===== src/logic/pss_regs.svh =====
`ifndef PSS_REGS_SVH
`define PSS_REGS_SVH
// register byte addresses
`define PSS_A_CTRL 8'h00
`define PSS_A_FLAGS 8'h04
`define PSS_A_MASK 8'h08
`define PSS_A_STATE 8'h0c
`define PSS_A_OUTEN 8'h10
`define PSS_A_KEEP 8'h14
`define PSS_A_SLOT0 8'h20
// control fields
`define PSS_CTRL_TB_LO 0
`define PSS_CTRL_GRP 2
`define PSS_CTRL_SDREQ 3
`define PSS_CTRL_EDGE 4
// flag fields
`define PSS_F_UP 0
`define PSS_F_DN 1
`define PSS_F_SD 2
// reset values
`define PSS_TB_RST 2'h0
`define PSS_MASK_RST 3'h0
`define PSS_KEEP_RST 8'h00
`define PSS_SLOT_RST 8'h00
// timing
`define PSS_CLK_MHZ 250
`define PSS_TB0_US 30
`define PSS_TB1_US 120
`define PSS_TB2_US 250
`define PSS_TB3_US 500
`define PSS_SDWN_US 500
`define PSS_HOLD_CYC 1000
`define PSS_DBNC_CYC 1000
`endif


===== src/logic/pss_pkg.sv =====
package pss_pkg;
  typedef enum logic [2:0] {
    ST_OFF, ST_UP, ST_RUN, ST_SBDN, ST_STBY, ST_SBUP, ST_DN, ST_FS
  } pss_state_t;
endpackage


===== src/logic/pss_top.sv =====
`timescale 1ns/1ps
`default_nettype none
`include "pss_regs.svh"

// Function
// two-bit time base select: 30, 120, 250 or 500 us, default from nonvolatile.
// live time base may be rewritten while on and governs later timing.
// each output has an 8-bit slot field; zero keeps it off, except the unslotted host reset.
// nonzero field n selects slot n minus one, slots 0 to 254.
// slot 0 enables at once, slot k after k time-base periods.
// unslotted host reset releases in the same cycle as the last programmed output enables.
// all fields zero: run with nothing enabled, unslotted host reset released.
// standby to run sequences only if some regulator turns on.
// power-up flag set on every standby to run transition.
// level mode: power-on pin low starts power down.
// edge mode: falling edge held low past reset hold time starts power down.
// shutdown request starts 500 us timer, sets flag, drives interrupt unless masked.
// clearing flag cancels and resets timer, request self-clears; expiry powers down.
// fault timer, fault count, watchdog count or thermal start hard power down.
// after hard fault power down the device passes through fail-safe.
// power-down mode bit: 0 sequential, 1 grouped.
// run to standby sequences only if some regulator turns off.
// power-down flag set at end of every run to standby transition.
// sequential down: zero fields off at once, rest reverse order one period later.
// power-good output turns off at its own slot during power down.
// each off pass reloads time base and slot fields from nonvolatile values.
// power up accepted only with no trim, config, self-test error or overheat.
// off: level mode pin high, edge mode debounced fall, is power-up event.
// tick counter on the clock, slot counter compared with each field.
module pss_top import pss_pkg::*; #(
  parameter int NREG = 4,
  parameter int TB0_CYC = `PSS_TB0_US * `PSS_CLK_MHZ,
  parameter int TB1_CYC = `PSS_TB1_US * `PSS_CLK_MHZ,
  parameter int TB2_CYC = `PSS_TB2_US * `PSS_CLK_MHZ,
  parameter int TB3_CYC = `PSS_TB3_US * `PSS_CLK_MHZ,
  parameter int SDWN_CYC = `PSS_SDWN_US * `PSS_CLK_MHZ,
  parameter int HOLD_CYC = `PSS_HOLD_CYC,
  parameter int DBNC_CYC = `PSS_DBNC_CYC
) (
  // clock and reset
  input wire logic CLK,
  input wire logic RST,
  // register port
  input wire logic [7:0] ADDR,
  input wire logic [7:0] WDATA,
  input wire logic WR,
  input wire logic RD,
  output logic [7:0] RDATA,
  // nonvolatile defaults
  input wire logic [1:0] DEF_TIME_BASE_SEL,
  input wire logic [8*(NREG+2)-1:0] DEF_SLOT_FIELD,
  input wire logic DEF_EDGE_MODE,
  // host pin and system state
  input wire logic POWER_ON_PIN,
  input wire logic STANDBY_REQ,
  input wire logic FAULT_TIMER_EXP,
  input wire logic [3:0] FAULT_REPEAT_COUNT,
  input wire logic [3:0] FAULT_REPEAT_LIMIT,
  input wire logic [3:0] WATCHDOG_FAIL_COUNT,
  input wire logic [3:0] WATCHDOG_FAIL_LIMIT,
  input wire logic THERMAL_SHUTDOWN,
  input wire logic TRIM_ERROR_FLAG,
  input wire logic CONFIG_LOAD_ERROR_FLAG,
  input wire logic SELF_TEST_ERROR_FLAG,
  // sequenced outputs, interrupt and fail-safe
  output logic [NREG-1:0] REG_ENABLE,
  output logic POWER_GOOD_PIN,
  output logic HOST_RESET_N,
  output logic INTERRUPT_OUT_N,
  output logic FAIL_SAFE
);
  localparam int N = NREG + 2;
  localparam int HR = NREG + 1;

  pss_state_t state, next_state;
  logic [1:0] live_tb;
  logic grouped, edge_mode, hard;
  logic [N-1:0][7:0] slot;
  logic [NREG-1:0] stby_keep;
  logic [N-1:0] out_en, scope, next_scope;
  logic [2:0] irq_mask, flags;
  logic sd_req, sd_set, sd_clr, sd_exp;
  logic [31:0] tb_cnt, tb_period, sd_cnt, low_cnt;
  logic [8:0] cnt, maxp1;
  logic tick, seq_done, is_up, is_dn;
  logic pon_m, pon_s, pon_d, armed;
  logic pwr_ok, up_ev, pin_dn, fault_ev, stop_ev, on_st;

  ////////////////////////////////////////////////////////////////
  function automatic logic [N-1:0] scope_of(pss_state_t s, logic [NREG-1:0] k);
    // standby moves touch only regulators not kept alive
    if (s == ST_SBDN || s == ST_SBUP)
      return {2'b00, ~k};
    return {N{1'b1}};
  endfunction

  function automatic logic [8:0] top_field(logic [N-1:0] sc, logic [N-1:0][7:0] f);
    logic [8:0] m;
    m = 9'h000;
    for (int i = 0; i < N; i++) begin
      if (sc[i] && 9'(f[i]) > m)
        m = 9'(f[i]);
    end
    return m;
  endfunction

  assign scope = scope_of(state, stby_keep);
  assign next_scope = scope_of(next_state, stby_keep);
  assign maxp1 = top_field(scope, slot);
  assign is_up = (state == ST_UP) || (state == ST_SBUP);
  assign is_dn = (state == ST_DN) || (state == ST_SBDN);
  // empty standby scope skips the sequencer
  // empty scope gives zero top field, so the move ends at once
  assign seq_done = is_up ? (cnt >= maxp1) : (cnt == 9'h000);
  assign on_st = is_up || state == ST_RUN || state == ST_STBY || state == ST_SBDN;

  ////////////////////////////////////////////////////////////////
  // power-on pin, two flops before use
  always_ff @(posedge CLK) begin
    if (RST) begin
      pon_m <= 1'b0;
      pon_s <= 1'b0;
      pon_d <= 1'b0;
    end else begin
      pon_m <= POWER_ON_PIN;
      pon_s <= pon_m;
      pon_d <= pon_s;
    end
  end

  // low time after a falling edge
  always_ff @(posedge CLK) begin
    if (RST) begin
      armed <= 1'b0;
      low_cnt <= 32'h0;
    end else if (pon_s || (edge_mode && (up_ev || (pin_dn && on_st)))) begin
      armed <= 1'b0;
      low_cnt <= 32'h0;
    end else if (pon_d) begin
      armed <= 1'b1;
      low_cnt <= 32'h0;
    end else if (armed && low_cnt != 32'hffff_ffff) begin
      low_cnt <= low_cnt + 32'h1;
    end
  end

  // power-up gate
  assign pwr_ok = !(TRIM_ERROR_FLAG || CONFIG_LOAD_ERROR_FLAG || SELF_TEST_ERROR_FLAG ||
                    THERMAL_SHUTDOWN);
  // power-up event
  assign up_ev = pwr_ok && (edge_mode ? (armed && low_cnt == 32'(DBNC_CYC)) : pon_s);
  // level mode and R11 edge mode turn-off
  assign pin_dn = edge_mode ? (armed && low_cnt == 32'(HOLD_CYC)) : !pon_s;
  // hard fault sources
  assign fault_ev = FAULT_TIMER_EXP || (FAULT_REPEAT_COUNT == FAULT_REPEAT_LIMIT) ||
                    (WATCHDOG_FAIL_COUNT == WATCHDOG_FAIL_LIMIT) || THERMAL_SHUTDOWN;
  assign stop_ev = fault_ev || pin_dn || sd_exp;

  ////////////////////////////////////////////////////////////////
  always_comb begin
    next_state = state;
    case (state)
      ST_OFF: begin
        if (up_ev)
          next_state = ST_UP;
      end
      ST_UP, ST_SBUP: begin
        if (stop_ev)
          next_state = ST_DN;
        else if (seq_done)
          next_state = ST_RUN;
      end
      ST_RUN: begin
        if (stop_ev)
          next_state = ST_DN;
        else if (STANDBY_REQ)
          next_state = ST_SBDN;
      end
      ST_SBDN: begin
        if (stop_ev)
          next_state = ST_DN;
        else if (seq_done)
          next_state = ST_STBY;
      end
      ST_STBY: begin
        if (stop_ev)
          next_state = ST_DN;
        else if (!STANDBY_REQ)
          next_state = ST_SBUP;
      end
      ST_DN: begin
        // hard fault detours through fail-safe
        if (seq_done)
          next_state = hard ? ST_FS : ST_OFF;
      end
      ST_FS: next_state = ST_OFF;
      default: next_state = ST_OFF;
    endcase
  end

  always_ff @(posedge CLK) begin
    if (RST) begin
      state <= ST_OFF;
      hard <= 1'b0;
    end else begin
      state <= next_state;
      if (state == ST_OFF)
        hard <= 1'b0;
      else if (on_st && next_state == ST_DN)
        hard <= fault_ev;
    end
  end

  ////////////////////////////////////////////////////////////////
  // period per time base code
  always_comb begin
    case (live_tb)
      2'h0: tb_period = 32'(TB0_CYC);
      2'h1: tb_period = 32'(TB1_CYC);
      2'h2: tb_period = 32'(TB2_CYC);
      default: tb_period = 32'(TB3_CYC);
    endcase
  end

  // tick counter, restarted on each state change
  always_ff @(posedge CLK) begin
    if (RST || next_state != state || !(is_up || is_dn) || tick)
      tb_cnt <= 32'h0;
    else
      tb_cnt <= tb_cnt + 32'h1;
  end
  assign tick = (is_up || is_dn) && tb_cnt == tb_period - 32'h1;

  // slot counter
  always_ff @(posedge CLK) begin
    if (RST) begin
      cnt <= 9'h000;
    end else if (next_state != state) begin
      if (next_state == ST_UP || next_state == ST_SBUP)
        cnt <= 9'h001;
      else
        cnt <= top_field(next_scope, slot);
    end else if (tick && is_up && cnt != 9'h1ff) begin
      cnt <= cnt + 9'h001;
    end else if (tick && is_dn && cnt != 9'h000) begin
      // grouped mode drops every remaining output together
      cnt <= grouped ? 9'h000 : cnt - 9'h001;
    end
  end

  ////////////////////////////////////////////////////////////////
  // per-output enable
  for (genvar i = 0; i < N; i++) begin : g_out
    always_ff @(posedge CLK) begin
      if (RST) begin
        out_en[i] <= 1'b0;
      end else begin
        case (state)
          ST_UP, ST_SBUP: begin
            // field n means slot n-1, on once the counter passes it
            // slot 0 enables in the first cycle
            if (scope[i] && slot[i] != 8'h00 && 9'(slot[i]) <= cnt)
              out_en[i] <= 1'b1;
            // unslotted host reset rises in the same cycle as the last output
            // slave mode releases it on run entry
            else if (i == HR && state == ST_UP && slot[i] == 8'h00 && seq_done)
              out_en[i] <= 1'b1;
          end
          ST_DN, ST_SBDN: begin
            // zero fields drop now, the rest from the top down
            // power-good output uses its own field here
            if (scope[i] && (slot[i] == 8'h00 || 9'(slot[i]) > cnt))
              out_en[i] <= 1'b0;
          end
          ST_OFF, ST_FS: out_en[i] <= 1'b0;
          default: out_en[i] <= out_en[i];
        endcase
      end
    end
  end

  assign REG_ENABLE = out_en[NREG-1:0];
  assign POWER_GOOD_PIN = out_en[NREG];
  assign HOST_RESET_N = out_en[HR];
  assign FAIL_SAFE = (state == ST_FS);

  ////////////////////////////////////////////////////////////////
  // configuration registers
  always_ff @(posedge CLK) begin
    if (RST) begin
      live_tb <= `PSS_TB_RST;
      edge_mode <= 1'b0;
      slot <= {N{`PSS_SLOT_RST}};
    end else if (state == ST_OFF) begin
      // off pass reloads from nonvolatile values
      live_tb <= DEF_TIME_BASE_SEL;
      edge_mode <= DEF_EDGE_MODE;
      slot <= DEF_SLOT_FIELD;
    end else if (WR) begin
      // time base writable while on
      if (ADDR == `PSS_A_CTRL)
        live_tb <= WDATA[`PSS_CTRL_TB_LO +: 2];
      for (int i = 0; i < N; i++) begin
        // slot field per output
        if (ADDR == `PSS_A_SLOT0 + 8'(4 * i))
          slot[i] <= WDATA;
      end
    end
  end

  always_ff @(posedge CLK) begin
    if (RST) begin
      grouped <= 1'b0;
      irq_mask <= `PSS_MASK_RST;
      stby_keep <= NREG'(`PSS_KEEP_RST);
    end else if (WR) begin
      if (ADDR == `PSS_A_CTRL)
        grouped <= WDATA[`PSS_CTRL_GRP];
      if (ADDR == `PSS_A_MASK)
        irq_mask <= WDATA[2:0];
      if (ADDR == `PSS_A_KEEP)
        stby_keep <= WDATA[NREG-1:0];
    end
  end

  ////////////////////////////////////////////////////////////////
  // software shutdown
  assign sd_set = WR && ADDR == `PSS_A_CTRL && WDATA[`PSS_CTRL_SDREQ] && !sd_req && on_st;
  assign sd_clr = WR && ADDR == `PSS_A_FLAGS && WDATA[`PSS_F_SD];
  assign sd_exp = sd_req && flags[`PSS_F_SD] && sd_cnt == 32'(SDWN_CYC) - 32'h1;

  always_ff @(posedge CLK) begin
    if (RST) begin
      sd_req <= 1'b0;
      sd_cnt <= 32'h0;
    end else begin
      // request starts the timer
      if (sd_set)
        sd_req <= 1'b1;
      // request self-clears once its flag is cleared
      else if (state == ST_OFF || (sd_clr && !sd_exp))
        sd_req <= 1'b0;
      // cancel resets the timer
      if (sd_req && flags[`PSS_F_SD] && !sd_clr && !sd_exp)
        sd_cnt <= sd_cnt + 32'h1;
      else
        sd_cnt <= 32'h0;
    end
  end

  // sticky flags, a set beats a clear in the same cycle
  always_ff @(posedge CLK) begin
    if (RST) begin
      flags <= 3'h0;
      INTERRUPT_OUT_N <= 1'b1;
    end else begin
      // every standby to run end
      if (state == ST_SBUP && next_state == ST_RUN)
        flags[`PSS_F_UP] <= 1'b1;
      else if (WR && ADDR == `PSS_A_FLAGS && WDATA[`PSS_F_UP])
        flags[`PSS_F_UP] <= 1'b0;
      // every run to standby end
      if (state == ST_SBDN && next_state == ST_STBY)
        flags[`PSS_F_DN] <= 1'b1;
      else if (WR && ADDR == `PSS_A_FLAGS && WDATA[`PSS_F_DN])
        flags[`PSS_F_DN] <= 1'b0;
      // shutdown flag
      if (sd_set)
        flags[`PSS_F_SD] <= 1'b1;
      else if (sd_clr)
        flags[`PSS_F_SD] <= 1'b0;
      INTERRUPT_OUT_N <= ~|(flags & ~irq_mask);
    end
  end

  ////////////////////////////////////////////////////////////////
  // read port, unmapped reads return zero
  always_ff @(posedge CLK) begin
    if (RST) begin
      RDATA <= 8'h00;
    end else begin
      RDATA <= 8'h00;
      if (RD) begin
        case (ADDR)
          `PSS_A_CTRL: RDATA <= {3'h0, edge_mode, sd_req, grouped, live_tb};
          `PSS_A_FLAGS: RDATA <= {5'h00, flags};
          `PSS_A_MASK: RDATA <= {5'h00, irq_mask};
          `PSS_A_STATE: RDATA <= {4'h0, hard, state};
          `PSS_A_OUTEN: RDATA <= 8'(out_en);
          `PSS_A_KEEP: RDATA <= 8'(stby_keep);
          default: begin
            for (int i = 0; i < N; i++) begin
              if (ADDR == `PSS_A_SLOT0 + 8'(4 * i))
                RDATA <= slot[i];
            end
          end
        endcase
      end
    end
  end
endmodule

`default_nettype wire


===== config.mk =====
export PLATFORM = sky130hd
export DESIGN_NAME = pss_top
export DESIGN_NICKNAME = d
export VERILOG_FILES = /design/src/logic/pss_pkg.sv /design/src/logic/pss_top.sv
export VERILOG_INCLUDE_DIRS = /design/src /design/src/logic
export SDC_FILE = /design/constraint.sdc
export NUM_CORES = 1
export LEC_CHECK = 0
export ABC_AREA = 1
export BUFFER_PORTS_ARGS = -buffer_cell sky130_fd_sc_hd__buf_2
export CAP_MARGIN = 20
export CORE_ASPECT_RATIO = 2
export CORE_MARGIN = 2
export CORE_UTILIZATION = 45
export DETAILED_ROUTE_END_ITERATION = 8
export GPL_TIMING_DRIVEN = 1
export PLACE_DENSITY_LB_ADDON = 0.1
export SETUP_SLACK_MARGIN = 0.05
export SYNTH_ARGS = -nofsm -noshare
export SYNTH_HDL_FRONTEND = slang
export SYNTH_SLANG_ARGS = --single-unit

===== constraint.sdc =====
create_clock -name CLK -period 17.21 [get_ports CLK]
set_input_delay 0 -clock CLK [delete_from_list [all_inputs] [get_ports CLK]]
set_output_delay 0 -clock CLK [all_outputs]
set_load 0.03 [all_outputs]

---- Yosys cells after proc, flatten, opt, wreduce, memory -nomap -nowiden ----
Index checks and enable logic that the tools add are counted.
storage, ports and cells
  bits in registers ....................... 191
  input port bits ......................... 94
  output and inout port bits .............. 16
  logic and storage cells ................. 363
operators by class
  $add $sub $neg .......................... 6
  magnitude comparators ................... 24
  equality and inequality tests ........... 46
  mux-type cells .......................... 99
  bitwise logic cells ..................... 5
  reductions and logical operators ........ 150
operators with widths
  cell                   count
  $mux 9                 30
  $gt 8x9->1             16
  $mux 8                 14
  $add 32x1->32 const B  3
  $mux 48                2
  $logic_and 1x1->1      58
  $logic_not 8->1        7
  $le 8x9->1             6
  $pmux 17 s3            1
  $eq 8x6->1 const B     6
  $pmux 8 s6             1
  $reduce_bool 8->1      6
  $mux 3                 11
  $eq 32x10->1 const B   1
  $eq 32x17->1 const B   1
  $eq 32x32->1           1
  $ne 32x32->1 const B   1
  $sub 32x1->32 const B  1
  $logic_or 1x1->1       29
  $mux 1                 26
  $mux 6                 4
  $reduce_bool 2->1      12
  $ne 2x2->1 const B     11
  $eq 3x3->1 const B     7
  other kinds (32)       75

---- Depth between registers and ports, before layout ----
  depth after elaboration ................. 64
  mapped depth ............................ 138
  mapped depth without buffers ............ 131

---- Least setup slack after synthesis ----
No wires, ideal clock.
  path type ............................... register -> register
  start ................................... register state[2]
  end ..................................... register cnt[7]
  setup time .............................. 70 ps
  arrival ................................. 16148 ps
  data required time ...................... 17140 ps
  path slack .............................. 992 ps
  cell stages (with the launch flop) ...... 127
  period minus slack after synthesis ...... 16218 ps
  path through ............................ dfxtp_1 -> inv_2 -> nand3_2 -> o21ai_4 -> nand2_2 -> nand2_2 -> inv_2 -> nand2_1 -> ha_1 -> nand2_1 -> inv_1 -> nand2_1 -> nor3_1 -> o21bai_4 -> clkbuf_1 -> nand2_1 -> o21ai_0 -> ha_1 -> [... 91 more ...] -> a41o_1 -> nor2_1 -> clkinv_1 -> nand3_1 -> and2_1 -> ha_1 -> a21oi_1 -> o21ai_0 -> a221oi_1 -> o21ai_0 -> a21oi_1 -> or3_1 -> clkbuf_1 -> buf_2 -> nor2_1 -> nor2_1 -> nand2_1 -> a21oi_1
between the ends
  word-level cells in the longest chain between the ends .. 64
RTL lines
  item                                      line            RTL
  start: declaration                        pss_top.sv:75   pss_state_t state, next_state;
  start signal: assignment                  pss_top.sv:206  state <= next_state;
  $eq 3x2->1 or $eq 3x3->1 (tied branches)  -
  $logic_or 1x1->1                          pss_top.sv:92   if (s == ST_SBDN || s == ST_SBUP)
  $mux 1                                    pss_top.sv:92
  $mux 6                                    pss_top.sv:94   return {N{1'b1}};
  $logic_and 1x1->1                         pss_top.sv:101  if (sc[i] && 9'(f[i]) > m)
  $mux 8                                    pss_top.sv:101
  $gt 8x9->1                                pss_top.sv:101
  $logic_and 1x1->1                         pss_top.sv:101
  [... 48 more ...]                         -
  $mux 9                                    pss_top.sv:239  if (next_state == ST_UP || next_state == ST_SBUP)
  $mux 9                                    pss_top.sv:238  end else if (next_state != state) begin
  $mux 9                                    pss_top.sv:236  if (RST) begin
  $gt 8x9->1                                pss_top.sv:101
  $logic_and 1x1->1                         pss_top.sv:101
  $mux 9                                    pss_top.sv:101
  $mux 9                                    pss_top.sv:239
  $mux 9                                    pss_top.sv:238
  end signal: assignment                    pss_top.sv:242  cnt <= top_field(next_scope, slot);
  end signal: assignment                    pss_top.sv:244  cnt <= cnt + 9'h001;
  end signal: assignment                    pss_top.sv:247  cnt <= grouped ? 9'h000 : cnt - 9'h001;
  end: declaration                          pss_top.sv:84   logic [8:0] cnt, maxp1;
Parallel ways exist; a longest one is shown, timed or not. The select of a mux whose other input is x is not followed.
A chain may end at the register's enable or synchronous reset.

---- Final worst setup path ----
  start ................................... register slot[0] in the netlist's numbering
  end ..................................... register cnt[3]
between the ends
  word-level cells in the longest chain between the ends .. 61
RTL lines
  item                      line            RTL
  start: declaration        pss_top.sv:78   logic [N-1:0][7:0] slot;
  start signal: assignment  pss_top.sv:293  slot <= {N{`PSS_SLOT_RST}};
  $gt 8x1->1                pss_top.sv:101
  $logic_and 1x1->1         pss_top.sv:101
  $mux 8                    pss_top.sv:101
  $gt 8x9->1                pss_top.sv:101
  $logic_and 1x1->1         pss_top.sv:101
  $mux 9                    pss_top.sv:101
  $gt 8x9->1                pss_top.sv:101
  $logic_and 1x1->1         pss_top.sv:101
  [... 45 more ...]         -
  $mux 9                    pss_top.sv:239
  $mux 9                    pss_top.sv:238
  $mux 9                    pss_top.sv:236
  $gt 8x9->1                pss_top.sv:101
  $logic_and 1x1->1         pss_top.sv:101
  $mux 9                    pss_top.sv:101
  $mux 9                    pss_top.sv:239
  $mux 9                    pss_top.sv:238
Parallel ways exist; a longest one is shown, timed or not. The select of a mux whose other input is x is not followed.

==> metrics <==
clock latency at the later pin of the worst-skew pair=approximately 0.48 ns; total placed instance area=0.01656 sq mm; final worst-path cycle share=0.9341; Core Rows=between 90 and 100; number of buffers created by CTS=17; gr ovfl total=0; number of violations reported at the end of detailed-routing iteration 0=just over 1000; path type of the worst min-delay path=in -> reg; Reg2Reg Depth=~120; share of cells above drive strength 1=0.1954; clock slew seen by the registers of the worst setup and hold paths=roughly 0.090 ns; Initial Util=0.4539; Post-synth EDFFs=0; CTS H-tree depth=4; post-route design area=between 0.015 and 0.02 sq mm; minimum period implied by the final worst setup slack=16.08 ns; overall track demand over capacity in global routing=0.3515; via density per instance=5.699; Crit Path Class=reg -> reg; biggest cell delay along the critical path=roughly 0.40 ns; die area=between 0.03 and 0.04 sq mm; status=finished, final reports clean; Distinct cells, synth=between 60 and 70; width of the die=between 100 and 150 um; vias in the first global route=between 15000 and 20000; total nets after synthesis=roughly 2400; clock sink count=between 150 and 200; Post-Route Utilization=0.5810; number of antenna violations at the first check in global routing=1; Main synth FF type=dfxtp_1; remaining antenna violation count after routing=0; Setup Slack @ Placement=-0.1363 ns; FF+latch count, synth=approximately 190; aggregate routed wire length=59.96 mm; largest net degree at the start of global routing=63; largest fanout on the critical path=12; layout-stage area growth over the synthesis result=28.00%; TritonCTS clock tree=yes; endpoints failing setup=0; area of the mapped netlist=about 0.015 sq mm; critical path capture point type=flip-flop; number of max-slew violations in the final report=0; global-route wire length before repair=between 80 and 90 mm; achievable clock frequency=62.21 MHz; dpl hpwl=about 48 mm; required arrival time at the worst endpoint=about 18 ns; via count of the routed design=around 17000; core footprint=0.03200 sq mm; # nets final=2764; floorplan die height=258.1 um; post-route worst setup slack=between 1 and 1.5 ns; residual DRC count=0; transition time at the pin with the least slew margin=about 1.1 ns; wire per inst=roughly 20 um; Fin Setup TNS=0 ns; startpoint types=flip-flop; number of top-level pins=110; Top cell by count, worst path=nand2_1; synthesized instance count=2199; part of the Yosys area used for sequential elements=0.2632; Clock Tree Root=clkbuf_16; placer congestion estimate=roughly 1; count of maximum capacitance violations=0; Post-Syn Area per Cell=around 6.6 sq um; clock tree buffer depth=2; number of instances on the worst hold path=3; I/O Buffers=between 100 and 150; final hold violation count=0; cell with the largest stage delay on the worst path=or3_4; worst-case headroom to the max-slew limit=0.2824; Worst Skew=between 0.02 and 0.03 ns; first-pass iteration count of the detailed router=6; post-synthesis async set-or-reset flop share=0; count of synthesis-stage warnings from yosys=0; Data arrival, critical path=around 16 ns
[cell usage after synthesis, drive strengths merged (5+ instances only)]
library cell / n / area share
nor4: 28 / 0.012
a31oi: 32 / 0.014
clkbuf: 33 / 0.0085
nand4: 26 / 0.011
nor3: 73 / 0.026
ha: 140 / 0.12
nand3: 140 / 0.051
and2: 15 / 0.0065
o22ai: 6 / 0.0026
dfxtp: 191 / 0.26
xor2: 21 / 0.013
a221oi: 10 / 0.0060
nand2: 502 / 0.14
o21ai: 156 / 0.056
inv: 285 / 0.074
nor3b: 14 / 0.0072
o21a: 9 / 0.0047
o21bai: 8 / 0.0049
o2111ai: 6 / 0.0036
o211ai: 7 / 0.0036
nor2: 237 / 0.064
xnor2: 5 / 0.0030
a211oi: 14 / 0.0072
a21oi: 158 / 0.056
or2: 7 / 0.0030
buf: 11 / 0.0038
a32oi: 21 / 0.013
[placed cells by master (no fill, tap or decap), drive strengths merged, types with 4 or more instances in the layout]
cell type	Yosys	final
nand2	502	506
inv	285	292
buf	11	286
nor2	237	237
dfxtp	191	191
a21oi	158	158
o21ai	156	156
ha	140	140
nand3	140	140
nor3	73	73
dlygate4sd3	0	65
a31oi	32	32
nor4	28	28
nand4	26	26
xor2	21	21
a32oi	21	21
clkbuf	33	18
and2	15	15
nor3b	14	14
a211oi	14	14
a221oi	10	10
o21a	9	9
o21bai	8	9
clkinv	2	8
o211ai	7	7
or2	7	7
o2111ai	6	6
o22ai	6	6
xnor2	5	5
o41ai	4	4
o31ai	4	4
a2111oi	4	4
[per-stage QoR]
| stage | std cells | hold WS, ns |
|---|---|---|
| global route | 2971 | 0.03839 |
| CTS | 2940 | 0.002820 |
| floorplan | 2199 | 0.1070 |
| global placement | 2840 | 0.2314 |
| detailed placement | 2840 | 0.2363 |
| finish | 2971 | 0.03060 |
[worst max-delay path, delay by kind of cell, from the launching register on]
kind | cells | cell delay [ns]
AO/OA/AOI/OAI | 27 | 3.00
AND/OR/NAND/NOR | 68 | 8.28
buffers and inverters | 13 | 1.47
adder cells (fa/ha/maj) | 11 | 2.80
flip-flops | 1 | 0.33
[timing repair]
action	CTS	global route
hold endpoints to repair	63	0
pin swaps	1	55
hold buffers	65	0
gates cloned	1	4
resized for setup	7	146
setup buffers	2	26
endpoints found under the setup margin	8	8
[worst paths after layout]
kind,startpoint,slack [ns],to
setup / recovery,slot[0]$_SDFFE_PP0P_,1.13,cnt[3]$_SDFFE_PP0P_
hold / removal,WDATA[7],0.03,slot[23]$_SDFFE_PP0P_
setup reg to reg,slot[0]$_SDFFE_PP0P_,1.13,cnt[3]$_SDFFE_PP0P_
hold reg to reg,pon_m$_SDFF_PP0_,0.42,pon_s$_SDFF_PP0_
[metal layers]
metal,vias up,part of all wire,global-route usage
met3,319,0.041,0.04931
met2,645,0.52,0.6550
met4,0,0.12,0.3407
met5,-,0,0
met1,7831,0.32,0.3029
li1,8138,-,-
[layout make-up]
class	instances	area, sq um
antenna	1	2.502
inverter	287	1082
timing repair buffer	351	2556
clock inverter	14	146.4
sequential	191	3829
clock buffer	18	429.2
multi-input combinational	1682	10010
fill	3187	13410
tap	427	534.3
[flip-flops by register name, summed over array words and instances (netlist names), 2 cells and up]
register,flops
slot,48
low_cnt,32
sd_cnt,32
tb_cnt,32
cnt,9
RDATA,8
REG_ENABLE,4
stby_keep,4
flags,3
irq_mask,3
state,3
live_tb,2
[cells by family (layout without fill, tap and decap cells)]
group	after synthesis	in the layout	share of synthesized area
simple gates	1052	1056	0.3246
compound gates	459	460	0.1894
buf+inv	331	670	0.08648
flops	191	191	0.2632
fa+ha+maj	140	140	0.1206
xor+xnor	26	26	0.01568
other cells	0	1	0
Power is left out: the tool's default activity adds up to more than one toggle a clock period on the data nets, which glitch-free logic cannot reach.
